File: config.mk
export PLATFORM = sky130hd
export DESIGN_NAME = fsps_seq
export DESIGN_NICKNAME = d
export VERILOG_FILES = /design/src/verilog/fsps_pkg.sv /design/src/verilog/fsps_page_buf.sv /design/src/verilog/fsps_prog_timer.sv /design/src/verilog/fsps_seq.sv
export SDC_FILE = /design/constraint.sdc
export NUM_CORES = 1
export LEC_CHECK = 0
export ABC_AREA = 1
export BUFFER_PORTS_ARGS = -buffer_cell sky130_fd_sc_hd__buf_2
export CORE_MARGIN = 1.5
export CORE_UTILIZATION = 30
export DETAILED_ROUTE_END_ITERATION = 16
export PLACE_DENSITY = 0.47
export SLEW_MARGIN = 20
export SYNTH_ARGS = -nofsm -noshare
export SYNTH_HDL_FRONTEND = slang
export SYNTH_SLANG_ARGS = --single-unit
File: constraint.sdc
create_clock -name CLK_SYS_I -period 4.41 [get_ports CLK_SYS_I]
set_input_delay 0 -clock CLK_SYS_I [delete_from_list [all_inputs] [get_ports CLK_SYS_I]]
set_output_delay 0 -clock CLK_SYS_I [all_outputs]
set_load 0.01 [all_outputs]
File: src/verilog/fsps_pkg.sv
// Purpose: shared constants for the flash self-program sequencer
// Assumes: 25 MHz core clock, 64-word pages, 14-bit word program counter
// Notes:   control byte layout, command codes and flash timing counts
`default_nettype none
package fsps_pkg;
    // control register bit positions
    localparam int BIT_CMD_EN     = 0;
    localparam int BIT_PAGE_ERASE = 1;
    localparam int BIT_PAGE_WRITE = 2;
    localparam int BIT_PROT_SET   = 3;
    localparam int BIT_REENABLE   = 4;
    localparam int BIT_BUSY       = 6;
    localparam int BIT_IRQ_EN     = 7;
    // accepted low five bit command codes
    localparam logic [4:0] CMD_LOAD    = 5'h01;
    localparam logic [4:0] CMD_ERASE   = 5'h03;
    localparam logic [4:0] CMD_WRITE   = 5'h05;
    localparam logic [4:0] CMD_PROT    = 5'h09;
    localparam logic [4:0] CMD_REENA   = 5'h11;
    // timing windows after a control write
    localparam logic [2:0] STORE_WINDOW = 3'h4;
    localparam logic [2:0] LOAD_WINDOW  = 3'h3;
    // flash write time, least figure rounded up to cycles
    localparam int CLK_HZ         = 25000000;
    localparam int PROG_MIN_US    = 3700;
    localparam int PROG_MAX_US    = 4500;
    localparam int PROG_CYCLES    = (PROG_MIN_US * (CLK_HZ / 1000000));
    // pointer fields
    localparam int PAGE_HI = 14;
    localparam int PAGE_LO = 7;
    localparam int WORD_HI = 6;
    localparam int WORD_LO = 1;
    localparam int PAGE_WORDS = 64;
    // first page of the no-read-while-write section
    localparam logic [7:0] NO_READ_WHILE_WRITE_SECTION_FIRST_PAGE = 8'he0;
    // pointer values for reads of protection and configuration bytes
    localparam logic [15:0] PTR_CFG_LO = 16'h0000;
    localparam logic [15:0] PTR_PROT   = 16'h0001;
    localparam logic [15:0] PTR_CFG_HI = 16'h0003;
    localparam logic [7:0]  PROT_RESET = 8'hff;
    // sequencer states
    typedef enum logic [1:0] {
        FSPS_IDLE  = 2'b00,
        FSPS_ARMED = 2'b01,
        FSPS_PROG  = 2'b10
    } fsps_state_t;
    // kinds of flash job handed to the timer
    typedef enum logic [1:0] {
        FSPS_JOB_ERASE = 2'b00,
        FSPS_JOB_WRITE = 2'b01,
        FSPS_JOB_PROT  = 2'b10
    } fsps_job_t;
endpackage : fsps_pkg
`default_nettype wire

File: src/verilog/fsps_page_buf.sv
// Purpose: temporary page buffer, one 16-bit word per page position
// Assumes: writer never loads a position twice between clears
// Notes:   clear wipes the loaded marks in one cycle; stale words then read as erased
`default_nettype none
module fsps_page_buf
    import fsps_pkg::*;
(
    // clock and reset
    input  wire logic        clk_i,
    input  wire logic        rst_n_i,
    // write side
    input  wire logic        wr_i,
    input  wire logic [5:0]  widx_i,
    input  wire logic [15:0] wdata_i,
    input  wire logic        clr_i,
    // read side for the page programmer
    input  wire logic [5:0]  ridx_i,
    output logic      [15:0] rdata_o,
    output logic             any_o
);
    logic [15:0] mem [PAGE_WORDS];   // buffer words
    logic [PAGE_WORDS-1:0] loaded;   // positions holding data

    // contents: cleared words read as erased flash
    always_ff @(posedge clk_i or negedge rst_n_i) begin
        if (!rst_n_i) begin
            loaded <= '0;
        end else if (clr_i) begin
            loaded <= '0;
        end else if (wr_i) begin
            loaded[widx_i] <= 1'b1;
        end
    end

    // data array has no reset; loaded mask hides stale words
    always_ff @(posedge clk_i) begin
        if (wr_i && !clr_i) begin
            mem[widx_i] <= wdata_i;
        end
    end

    assign rdata_o = loaded[ridx_i] ? mem[ridx_i] : 16'hffff;
    assign any_o   = |loaded;
endmodule // fsps_page_buf
`default_nettype wire

File: src/verilog/fsps_prog_timer.sv
// Purpose: counts the flash programming time of one job
// Assumes: start is a one-cycle pulse while idle
// Notes:   runs on through a system reset so an erase completes
`default_nettype none
module fsps_prog_timer
    import fsps_pkg::*;
#(
    parameter int CYCLES = PROG_CYCLES
)(
    // clock and power-on reset only
    input  wire logic clk_i,
    input  wire logic por_n_i,
    // control
    input  wire logic start_i,
    output logic      busy_o,
    output logic      done_o
);
    logic [17:0] cnt;  // remaining cycles

    // count down; done pulses on the last cycle
    always_ff @(posedge clk_i or negedge por_n_i) begin
        if (!por_n_i) begin
            cnt <= '0;
        end else if (start_i && cnt == '0) begin
            cnt <= 18'(CYCLES);
        end else if (cnt != '0) begin
            cnt <= cnt - 18'h1;
        end
    end

    assign busy_o = (cnt != '0);
    assign done_o = (cnt == 18'h1);
endmodule // fsps_prog_timer
`default_nettype wire

File: src/verilog/fsps_seq.sv
// Purpose: self-programming sequencer for the program flash
// Assumes: core strobes store/load instructions on the core clock
// Notes:   control register sits on a plain strobe port
//
// What this block does
// - load command stores word at word index
// - buffer cleared after write, reenable, reset
// - eeprom write drops loaded buffer data
// - page write command uses page field
// - write to no-rww section halts core
// - irq held while enabled and enable clear
// - rww reads blocked, busy flag set
// - protection write programs zero bits 5..2
// - protection write keeps flash readable, no stall
// - eeprom write refuses commands and bit reads
// - pointer one read returns protection byte
// - enables clear on completion or window expiry
// - pointer zero read returns low config
// - pointer three read returns high config
// - programmed bits read zero
// - without enables, load reads program memory
// - flash erase continues across system reset
// - programming timed 3.7 to 4.5 ms
// - only five low control codes accepted
// - page erase command uses page field
// - page field 14..7, word field 6..1
`default_nettype none
module fsps_seq
    import fsps_pkg::*;
(
    // clock and resets
    input  wire logic        CLK_SYS_I,
    input  wire logic        RST_N_I,
    input  wire logic        POR_N_I,
    // control register port
    input  wire logic        REG_WR_I,
    input  wire logic        REG_RD_I,
    input  wire logic [7:0]  REG_WDATA_I,
    output logic      [7:0]  REG_RDATA_O,
    // core instruction strobes
    input  wire logic        STORE_I,
    input  wire logic        LOAD_I,
    input  wire logic [15:0] PTR_I,
    input  wire logic [15:0] DATA_I,
    input  wire logic [7:0]  PMEM_BYTE_I,
    output logic      [7:0]  LOAD_DATA_O,
    // fuse inputs and eeprom status
    input  wire logic [7:0]  CFG_LO_I,
    input  wire logic [7:0]  CFG_HI_I,
    input  wire logic [1:0]  GEN_PROT_I,
    input  wire logic        EE_BUSY_I,
    input  wire logic        EE_WRITE_I,
    // flash array side
    output logic             FL_ERASE_O,
    output logic             FL_WRITE_O,
    output logic      [7:0]  FL_PAGE_O,
    output logic      [5:0]  FL_WIDX_O,
    output logic      [15:0] FL_WDATA_O,
    input  wire logic [5:0]  FL_RIDX_I,
    // status to the core
    output logic      [3:0]  BOOT_PROT_O,
    output logic             RWW_BLOCK_O,
    output logic             CPU_HALT_O,
    output logic             IRQ_O
);
    // complete sequencer state
    typedef struct packed {
        fsps_state_t st;
        logic [7:0]  ctl;      // control register image
        logic [2:0]  win;      // remaining window cycles
        logic        busy;     // rww busy flag
        logic        halt;     // core stalled
        fsps_job_t   job;      // running job
        logic [7:0]  page;     // latched page
        logic [3:0]  bprot;    // boot protection, 0 = programmed
        logic [3:0]  bprot_nx; // value applied at job end
        logic [7:0]  rdata;    // register read data
        logic [7:0]  ldata;    // load instruction data
        logic        start;    // timer start pulse
    } fsps_s_t;

    fsps_s_t s;        // registered
    fsps_s_t next_s;   // next value
    logic ee_q1, ee_busy;   // eeprom busy sync
    logic ew_q1, ew_q2, ew_q3; // eeprom write sync + edge
    logic ee_write;
    logic t_busy, t_done;
    logic buf_wr, buf_clr, buf_any;
    logic [15:0] buf_rdata;

    // eeprom signals come from another block's timing; resync
    always_ff @(posedge CLK_SYS_I or negedge RST_N_I) begin
        if (!RST_N_I) begin
            ee_q1   <= 1'b0;
            ee_busy <= 1'b0;
            ew_q1   <= 1'b0;
            ew_q2   <= 1'b0;
            ew_q3   <= 1'b0;
        end else begin
            ee_q1   <= EE_BUSY_I;
            ee_busy <= ee_q1;
            ew_q1   <= EE_WRITE_I;
            ew_q2   <= ew_q1;
            ew_q3   <= ew_q2;
        end
    end
    assign ee_write = ew_q2 & ~ew_q3;

    // decode helper: is a code one of the accepted five
    function automatic logic code_ok(input logic [4:0] c);
        return (c == CMD_LOAD) || (c == CMD_ERASE) || (c == CMD_WRITE)
            || (c == CMD_PROT) || (c == CMD_REENA);
    endfunction

    // next state logic
    always_comb begin
        logic [4:0] code;
        logic       armed;
        code   = s.ctl[4:0];
        armed  = (s.st == FSPS_ARMED);
        next_s = s;
        next_s.start = 1'b0;
        buf_wr  = 1'b0;
        buf_clr = 1'b0;
        // window counts down; expiry drops the enables
        if (armed) begin
            if (s.win == 3'h1) begin
                next_s.st       = FSPS_IDLE;
                next_s.ctl[4:0] = 5'h00;
            end
            next_s.win = s.win - 3'h1;
        end
        // control write: only when not programming and eeprom quiet
        if (REG_WR_I && s.st != FSPS_PROG) begin
            // an unaccepted code leaves every bit alone, irq enable too
            if (code_ok(REG_WDATA_I[4:0]) && !ee_busy) begin
                next_s.ctl[BIT_IRQ_EN] = REG_WDATA_I[BIT_IRQ_EN];
                next_s.ctl[4:0] = REG_WDATA_I[4:0];
                next_s.st       = FSPS_ARMED;
                next_s.win      = STORE_WINDOW;
            end
        end else if (armed && STORE_I && !ee_busy) begin
            next_s.st       = FSPS_IDLE;
            next_s.ctl[4:0] = 5'h00;
            unique case (code)
                CMD_LOAD: begin
                    buf_wr    = 1'b1;
                    next_s.busy = 1'b0;
                end
                CMD_ERASE, CMD_WRITE: begin
                    next_s.page  = PTR_I[PAGE_HI:PAGE_LO];
                    next_s.job   = (code == CMD_ERASE) ? FSPS_JOB_ERASE
                                                       : FSPS_JOB_WRITE;
                    next_s.st    = FSPS_PROG;
                    next_s.start = 1'b1;
                    next_s.ctl[4:0] = code;
                    // rww page blocks reads, no_read_while_write_section page halts core
                    if (PTR_I[PAGE_HI:PAGE_LO] >= NO_READ_WHILE_WRITE_SECTION_FIRST_PAGE) begin
                        next_s.halt = 1'b1;
                    end else begin
                        next_s.busy = 1'b1;
                    end
                end
                CMD_PROT: begin
                    // zero data bits program; never unprogram
                    next_s.bprot_nx = s.bprot & DATA_I[5:2];
                    next_s.job   = FSPS_JOB_PROT;
                    next_s.st    = FSPS_PROG;
                    next_s.start = 1'b1;
                    next_s.ctl[4:0] = code;
                end
                CMD_REENA: begin
                    next_s.busy = 1'b0;
                    buf_clr     = 1'b1;
                end
                default: begin
                end
            endcase
        end else if (armed && LOAD_I && code == CMD_PROT && !ee_busy
                     && s.win > (STORE_WINDOW - LOAD_WINDOW)) begin
            // protection and configuration read-back
            next_s.st       = FSPS_IDLE;
            next_s.ctl[4:0] = 5'h00;
            unique case (PTR_I)
                PTR_PROT:   next_s.ldata = {2'b11, s.bprot, GEN_PROT_I};
                PTR_CFG_HI: next_s.ldata = CFG_HI_I;
                PTR_CFG_LO: next_s.ldata = CFG_LO_I;
                default:    next_s.ldata = PMEM_BYTE_I;
            endcase
        end else if (LOAD_I) begin
            next_s.ldata = PMEM_BYTE_I;
        end
        // a running job ends when the timer finishes
        if (s.st == FSPS_PROG && t_done) begin
            next_s.st       = FSPS_IDLE;
            next_s.ctl[4:0] = 5'h00;
            next_s.halt     = 1'b0;
            if (s.job == FSPS_JOB_WRITE) begin
                buf_clr = 1'b1;
            end
            if (s.job == FSPS_JOB_PROT) begin
                next_s.bprot = s.bprot_nx;
            end
        end
        // eeprom write mid-load loses loaded data
        if (ee_write && buf_any) begin
            buf_clr = 1'b1;
        end
        next_s.rdata = {s.ctl[7], s.busy, 1'b0, s.ctl[4:0]};
    end

    // state register; system reset clears control and the job, the timer runs on
    always_ff @(posedge CLK_SYS_I or negedge RST_N_I) begin
        if (!RST_N_I) begin
            s       <= '0;
            s.bprot <= 4'hf;
        end else begin
            s <= next_s;
        end
    end

    fsps_page_buf u_buf (
        .clk_i   (CLK_SYS_I),
        .rst_n_i (RST_N_I),
        .wr_i    (buf_wr),
        .widx_i  (PTR_I[WORD_HI:WORD_LO]),
        .wdata_i (DATA_I),
        .clr_i   (buf_clr),
        .ridx_i  (FL_RIDX_I),
        .rdata_o (buf_rdata),
        .any_o   (buf_any)
    );

    // timer on power-on reset so an erase survives system reset
    fsps_prog_timer u_tmr (
        .clk_i   (CLK_SYS_I),
        .por_n_i (POR_N_I),
        .start_i (s.start),
        .busy_o  (t_busy),
        .done_o  (t_done)
    );

    // outputs
    assign REG_RDATA_O = s.rdata;
    assign LOAD_DATA_O = s.ldata;
    assign FL_ERASE_O  = t_busy && s.job == FSPS_JOB_ERASE;
    assign FL_WRITE_O  = t_busy && s.job == FSPS_JOB_WRITE;
    assign FL_PAGE_O   = s.page;
    assign FL_WIDX_O   = FL_RIDX_I;
    assign FL_WDATA_O  = buf_rdata;
    assign BOOT_PROT_O = s.bprot;
    assign RWW_BLOCK_O = s.busy;
    assign CPU_HALT_O  = s.halt;
    assign IRQ_O       = s.ctl[BIT_IRQ_EN] && !s.ctl[BIT_CMD_EN];

    a_irq_level: assert property (@(posedge CLK_SYS_I) disable iff (!RST_N_I)
        IRQ_O == (s.ctl[BIT_IRQ_EN] && !s.ctl[BIT_CMD_EN]))
        else $error("irq level wrong");
    a_window_expiry: assert property (@(posedge CLK_SYS_I) disable iff (!RST_N_I)
        ($rose(s.st == FSPS_ARMED) && !STORE_I && !LOAD_I && !REG_WR_I)[*1]
        ##1 (!STORE_I && !LOAD_I && !REG_WR_I)[*3] |=> s.st != FSPS_ARMED)
        else $error("window did not expire");
    a_ee_refuse: assert property (@(posedge CLK_SYS_I) disable iff (!RST_N_I)
        (ee_busy && s.st == FSPS_IDLE && REG_WR_I) |=> s.st == FSPS_IDLE)
        else $error("command taken during eeprom write");
    a_bad_code: assert property (@(posedge CLK_SYS_I) disable iff (!RST_N_I)
        (REG_WR_I && s.st == FSPS_IDLE && !code_ok(REG_WDATA_I[4:0]))
        |=> s.st == FSPS_IDLE)
        else $error("illegal code accepted");
    a_write_busy: assert property (@(posedge CLK_SYS_I) disable iff (!RST_N_I)
        (s.st == FSPS_ARMED && STORE_I && !REG_WR_I && !ee_busy
         && s.ctl[4:0] == CMD_WRITE && PTR_I[PAGE_HI:PAGE_LO] < NO_READ_WHILE_WRITE_SECTION_FIRST_PAGE)
        |=> RWW_BLOCK_O && !CPU_HALT_O)
        else $error("rww not blocked");
    a_no_read_while_write_section_halt: assert property (@(posedge CLK_SYS_I) disable iff (!RST_N_I)
        (s.st == FSPS_ARMED && STORE_I && !REG_WR_I && !ee_busy
         && s.ctl[4:0] == CMD_ERASE && PTR_I[PAGE_HI:PAGE_LO] >= NO_READ_WHILE_WRITE_SECTION_FIRST_PAGE)
        |=> CPU_HALT_O)
        else $error("core not halted");
    a_prot_read: assert property (@(posedge CLK_SYS_I) disable iff (!RST_N_I)
        (s.st == FSPS_ARMED && LOAD_I && !REG_WR_I && !STORE_I && !ee_busy
         && s.ctl[4:0] == CMD_PROT && s.win > 3'h1 && PTR_I == PTR_PROT)
        |=> LOAD_DATA_O == {2'b11, s.bprot, $past(GEN_PROT_I)})
        else $error("protection byte wrong");
    a_prot_nostall: assert property (@(posedge CLK_SYS_I) disable iff (!RST_N_I)
        (s.st == FSPS_PROG && s.job == FSPS_JOB_PROT) |-> !CPU_HALT_O)
        else $error("stall during protection write");
    c_page_write: cover property (@(posedge CLK_SYS_I) FL_WRITE_O);
    c_prot_read:  cover property (@(posedge CLK_SYS_I) s.st == FSPS_ARMED && LOAD_I);
    c_expire:     cover property (@(posedge CLK_SYS_I) s.st == FSPS_ARMED && s.win == 3'h1);
endmodule // fsps_seq
`default_nettype wire

# Yosys cells after proc, flatten, opt, wreduce, memory -nomap -nowiden
# Memories as Yosys holds them, arrays and structs flattened.
# Index checks and enable logic that the tools add are counted.
[op_classes] bitwise_logic=6 magnitude_cmp=5 n_eq_ne=22 n_reduce_logical=47 n_mux=53 n_addsub=2
[ops] operator="64-bit two-way mux" count=2
[ops] operator="64-bit bitwise OR" count=1
[ops] operator="64-bit OR reduction" count=1
[ops] operator="8-bit two-way mux" count=5
[ops] operator="18-bit two-way mux" count=2
[ops] operator="5-bit two-way mux" count=6
[ops] operator="8-bit case mux with 3 select lines" count=1
[ops] operator="11-bit two-way mux" count=2
[ops] operator="1-bit two-way mux" count=21
[ops] operator="18-bit by 1-bit equality test with 1-bit output (second input constant)" count=1
[ops] operator="18-bit zero test" count=1
[ops] operator="18-bit nonzero test" count=1
[ops] operator="18-bit by 1-bit subtractor with 18-bit output (second input constant)" count=1
[ops] operator="16-bit by 1-bit equality test with 1-bit output (second input constant)" count=1
[ops] operator="16-bit by 2-bit equality test with 1-bit output (second input constant)" count=1
[ops] operator="1-bit logical AND" count=16
[ops] operator="16-bit zero test" count=1
[ops] operator="16-bit two-way mux" count=1
[ops] operator="2-bit nonzero test" count=8
[ops] operator="6-bit by 7-bit less-than comparator with 1-bit output (second input constant)" count=2
[ops] operator="2-bit two-way mux" count=7
[ops] operator="3-bit AND reduction" count=4
[ops] operator="5-bit by 1-bit equality test with 1-bit output (second input constant)" count=2
[ops] operator="5-bit by 2-bit equality test with 1-bit output (second input constant)" count=2
[ops] operator="other kinds (28)" count=45
[totals] inputBits=81 ff_bits=134 out_inout_bits=55 mem_count=1 elab_cells=156 ramBits=1024
[memory_table] name="u_buf.mem" depth=64 word_bits=16 rd=1 rd_clocked_by_memory_dff=0 wr=1 line_no="fsps_page_buf.sv:21" rtl="logic [15:0] mem [PAGE_WORDS];"

# Longest topological paths before layout
[logic_depth] depth_word=12 mapped_depth=15 ltp_nobuf=12

# Hierarchy
# Synthesis repeated with hierarchy kept, for this count alone.
[hier_totals] hier_cells=4446 area_unflattened_um2=49142.1
[modules_own_cells] module="fsps_page_buf" seq_area_each_um2=32351.0 cells_each=3932 n_inst=1 area_each_um2=45038.2
[modules_own_cells] module="fsps_seq" seq_area_each_um2=1306.3 cells_each=366 n_inst=1 area_each_um2=2996.6
[modules_own_cells] module="fsps_prog_timer" seq_area_each_um2=450.4 cells_each=148 n_inst=1 area_each_um2=1107.3

# Worst setup path after synthesis
# No wires, ideal clock.
[synth_path] kind="register to register" start="register u_buf.loaded[61]" end="memory u_buf.mem[10][0], enable pin" setup_ns=0.364 setup_slack_ns=2.285 stages_incl_launch_ff=12 required_time_ns=4.046 synth_period_minus_slack_ns=2.125 path_buffers=2 t_arrival_ns=1.761 cell_sequence="dfrtp_1 nor2_1 nand2_1 nor2_1 nand2_1 nor3_1 nand2_1 nand2_1 buf_2 buf_2 nand4_2 inv_1"
[synth_between] elab_chain_cells=7
[synth_lines] element="start, declared" line_no="fsps_page_buf.sv:22" rtl="logic [PAGE_WORDS-1:0] loaded;"
[synth_lines] element="start signal, assigned" line_no="fsps_page_buf.sv:27" rtl="loaded <= '0;"
[synth_lines] element="start signal, assigned" line_no="fsps_page_buf.sv:29" rtl="loaded <= '0;"
[synth_lines] element="start signal, assigned by index" line_no="fsps_page_buf.sv:31" rtl="loaded[widx_i] <= 1'b1;"
[synth_lines] element="64-bit OR reduction" line_no="fsps_page_buf.sv:43" rtl="assign any_o = |loaded;"
[synth_lines] element="1-bit logical AND" line_no="fsps_seq.sv:206" rtl="if (ee_write && buf_any) begin"
[synth_lines] element="1-bit two-way mux" line_no="fsps_seq.sv:206"
[synth_lines] element="1-bit zero test" line_no="fsps_page_buf.sv:37" rtl="if (wr_i && !clr_i) begin"
[synth_lines] element="1-bit logical AND" line_no="fsps_page_buf.sv:37"
[synth_lines] element="1-bit two-way mux" line_no="fsps_page_buf.sv:37"
[synth_lines] element="1-bit two-way mux (not written as such)" line_no="fsps_page_buf.sv:38" rtl="mem[widx_i] <= wdata_i;"
[synth_lines] element="end, declared" line_no="fsps_page_buf.sv:21"
# No other way between the ends.

# Worst setup path after layout
[layout_path] start="register s[48] in the netlist's numbering" end="register s (netlist bit LOAD_DATA_O[5])"
[layout_between] elab_chain_cells=7 word_cells_on_any_way=14 classes_between="eq/ne: 2; mux: 1; bitwise: 2; reduce/logical: 9"
[layout_lines] element="start, declared" line_no="fsps_seq.sv:82" rtl="fsps_s_t s;"
[layout_lines] element="start signal, assigned" line_no="fsps_seq.sv:218" rtl="s <= next_s;"
[layout_lines] element="2-bit by 1-bit equality test with 1-bit output" line_no="fsps_seq.sv:120" rtl="armed = (s.st == FSPS_ARMED);"
[layout_lines] element="1-bit logical AND (3 in series)" line_no="fsps_seq.sv:179" rtl="end else if (armed && LOAD_I && code == CMD_PROT && !ee_busy"
[layout_lines] element="1-bit logical AND" line_no="fsps_seq.sv:180" rtl="&& s.win > (STORE_WINDOW - LOAD_WINDOW)) begin"
[layout_lines] element="2-bit nonzero test (no line)"
[layout_lines] element="3-bit AND reduction (no line)"
# Parallel ways exist; a longest one is shown, timed or not.
# A chain may end at the register's enable or synchronous reset.

==> summary.txt <==
Critical path
  – Crit path cell chain: nor2_1 > nor2_2 > inv_1 > nand3_1 > a21oi_1 > dlygate4sd3_1 > nand2_1 > dlygate4sd3_1 > nand2_1 > dlygate4sd3_1
  – Crit path DAT: 4460 ps
  – Top cell by count, worst path: dlygate4sd3_1
  – Worst path depth: 10
  – Critical-path maximum fanout: 16
  – CP endpoint kind: flip-flop
  – Slowest CP cell: dlygate4sd3_1
  – CP peak stage delay: around 600 ps
  – Worst EP required: 5090 ps
  – Bufs and invs on worst path: 4
  – Worst r2r path cells: 10
  – WS Path Type: flip-flop to flip-flop
  – Startpoint types: flip-flop
  – Worst path top cell family by delay: buffers and inverters

STA
  – Worst hold slack: between 40 and 50 ps
  – Min Tclk post-route: 3780 ps
  – Max-slew violations: 0
  – Fmax: approximately 0.26 GHz
  – Period utilization: between 80% and 90%
  – Fin. Hold Viols: 0
  – Total negative slack: 0 ps
  – Setup Skew: 31.9 ps
  – Setup-failing EPs final: 0
  – Worst slew pin tran: roughly 1200 ps
  – RSZ-0062 raised after global routing: false
  – Rel. slew slack: a little under a fifth

Global routing
  – Largest net degree at the start of global routing: between 150 and 200
  – Gr usage total: 17.3%
  – Vias in the first global route: ~32000
  – Initial antenna violation count: 11
  – GRT overflow: 0
  – Global-route wire length before repair: ~220000 um

Logic synthesis
  – Async SR Flop Fraction: a little under an eighth
  – Synth top cells by count: 1640 x nand2_1, 1024 x edfxtp_1, 977 x nand3_1, 167 x buf_2, 155 x inv_1
  – Synth Warn #: 0
  – Synth area leader: edfxtp_1
  – Synth cell types: 34
  – Post-synthesis sequential area ratio: between 60% and 70%
  – Syn_nets: 4689
  – Synth top area share: about three fifths
  – Dominant synthesized flop cell: edfxtp_1
  – Post-synth EDFFs: between 1000 and 1500
  – Top-count cell post-synth: nand2_1
  – Syn Inst Count: roughly 4600
  – Synthesized flop and latch total: around 1200
  – Synthesized area: slightly below 50000 um^2
  – Synth top area cells: edfxtp_1 62%, nand2_1 12%, nand3_1 9.8%
  – Mapped Avg Cell Area: 10.8 um^2

Clock network
  – Clk buf depth: 3
  – H-Tree Depth: 4
  – Post-CTS sizing: 0
  – Clk pin slew, worst setup/hold paths: roughly 60 ps
  – CTS tree: built
  – CTS sink cnt: approximately 1200
  – Insertion delay to the later sink of the worst-skew pair: 770 ps
  – Root Driver: clkbuf_16
  – CTS Buf Count: 132

Route
  – Vias: between 30000 and 40000
  – # DRC: 0
  – Avg WL per Cell: between 20 and 25 um
  – WL final: 148000 um
  – Vias per cell: 4.85
  – Iteration-0 DRC Markers: about 3100
  – Pre-antenna DRT Iters: 6
  – Post-route ant nets: 0

Floorplanning
  – # IOs: 136
  – Rows: approximately 150
  – Core area: 165000 um^2
  – Die Height: roughly 410 um
  – Starting density of the core: between 30% and 40%
  – Die footprint: roughly 170000 um^2
  – Die Width: 410 um

Finish
  – Register cell area after layout: around 34000 um^2
  – Nets: about 4800
  – Share of layout cells above drive strength 1: roughly a tenth
  – Layout area overhead: 15.5%
  – Final core occ: between 30% and 40%
  – Area of the multi-input gates: 13200 um^2
  – Fill count: 16400

Run status
  – Status: finished clean

Min path
  – Worst Hold Class: primary input to flip-flop
  – Hold Crit Depth: 2

Place
  – IO Port Bufs: ~130
  – RD Place Congestion: around 0.8
  – Final HPWL DP: approximately 85000 um

Power and ir drop
  – VDD IR max: roughly 0.37 mV
  – Leak: 23.5 nW
  – Pwr Density: 449 nW/um^2

Job
  – Maxcap violations: 0
-- placed cells by master, fill, tap and decap left out, drive strengths merged --
cell and count:
o211ai 1, buf 185, diode 2, dfrtp 130
nand2 1645, bufinv 10, dlygate4sd3 95, or2 2
ha 4, inv 164, nand4 89, a21oi 17
o22ai 3, nand3 978, o21ai 31, nand3b 9
dfstp 4, nor3 27, o21a 3, nor2 154
clkinvlp 3, xnor2 4, xor2 5, clkbuf 178
edfxtp 1024, clkinv 46, conb 1
-- power by group --
part	switching, mW	total (mW)	internal (mW)	leakage (nW)
registers	0.160	12.3	12.2	11.0
clock network	4.62	11.0	6.37	2.08
logic	1.67	2.43	0.766	10.5
-- worst register-to-register path: cells and delay by family (launching register included) --
family,cells,cell delay (ps)
and+or+nand+nor,5,1040
buffers and inverters,4,1920
AOI/OAI and AO/OA,1,310
DFF,1,410
-- registers in the layout (all words and copies together) (netlist names), 4 cells and up --
signal,count
u_buf.mem,1024
REG_RDATA_O,7
s,12
BOOT_PROT_O,4
FL_PAGE_O,8
next_s,6
u_tmr.cnt,18
LOAD_DATA_O,8
u_buf.loaded,64
-- timing repair --
item | CTS | global route
endpoints found under the hold margin | 623 | 0
buffers inserted | 0 | 0
endpoints found under the setup margin | 0 | 0
hold buffers | 96 | 0
-- layout make-up --
cell class	count	share of cell area, %
tap	2189	4.78
clock inverter	59	1.25
antenna	2	0.00873
multi-input combinational	2973	23.1
timing repair buffer	280	4.00
sequential	1158	59.5
clock buffer	178	6.28
inverter	164	1.11
-- layer usage --
metal / wire length [um] / up-vias / GRT usage, %
met3: 9080 / 183 / 2.98
met5: 72 / - / 0
li1: - / 16000 / -
met1: 72200 / 16800 / 26.4
met4: 2610 / 10 / 4.05
met2: 64200 / 957 / 25.3
-- cells by family after synthesis --
group	synth area share, %
and+or+nand+nor	25.8
xor gates and xnor gates	0.159
DFF	68.7
AOI/OAI and AO/OA	0.582
buffers and inverters	4.68
adders and majority gates	0.101
other	0.00755
-- final timing paths --
check                                from               end  slack, ps
max in group asynchronous         POR_N_I     u_tmr.cnt[11]       3400
worst min register to register      ew_q1             ew_q2        350
worst min-delay path            DATA_I[1]  u_buf.mem[38][1]         50
worst max register to register      s[48]    LOAD_DATA_O[5]        630
min in group asynchronous         RST_N_I    BOOT_PROT_O[0]        310
worst max-delay path                s[48]    LOAD_DATA_O[5]        630
-- stage by stage --
stage	instance area [um^2]	instances	power, mW	setup slack (ps)
final	57300	7003	25.7	631
after floorplan	49700	4604	13.9	2290
after CTS	57300	7001	26.0	725
after detailed placement	52000	6668	14.8	1130
after global placement	52000	6668	14.8	1100
after global routing	57300	7001	26.7	387
(Power assumes the default switching activity.)
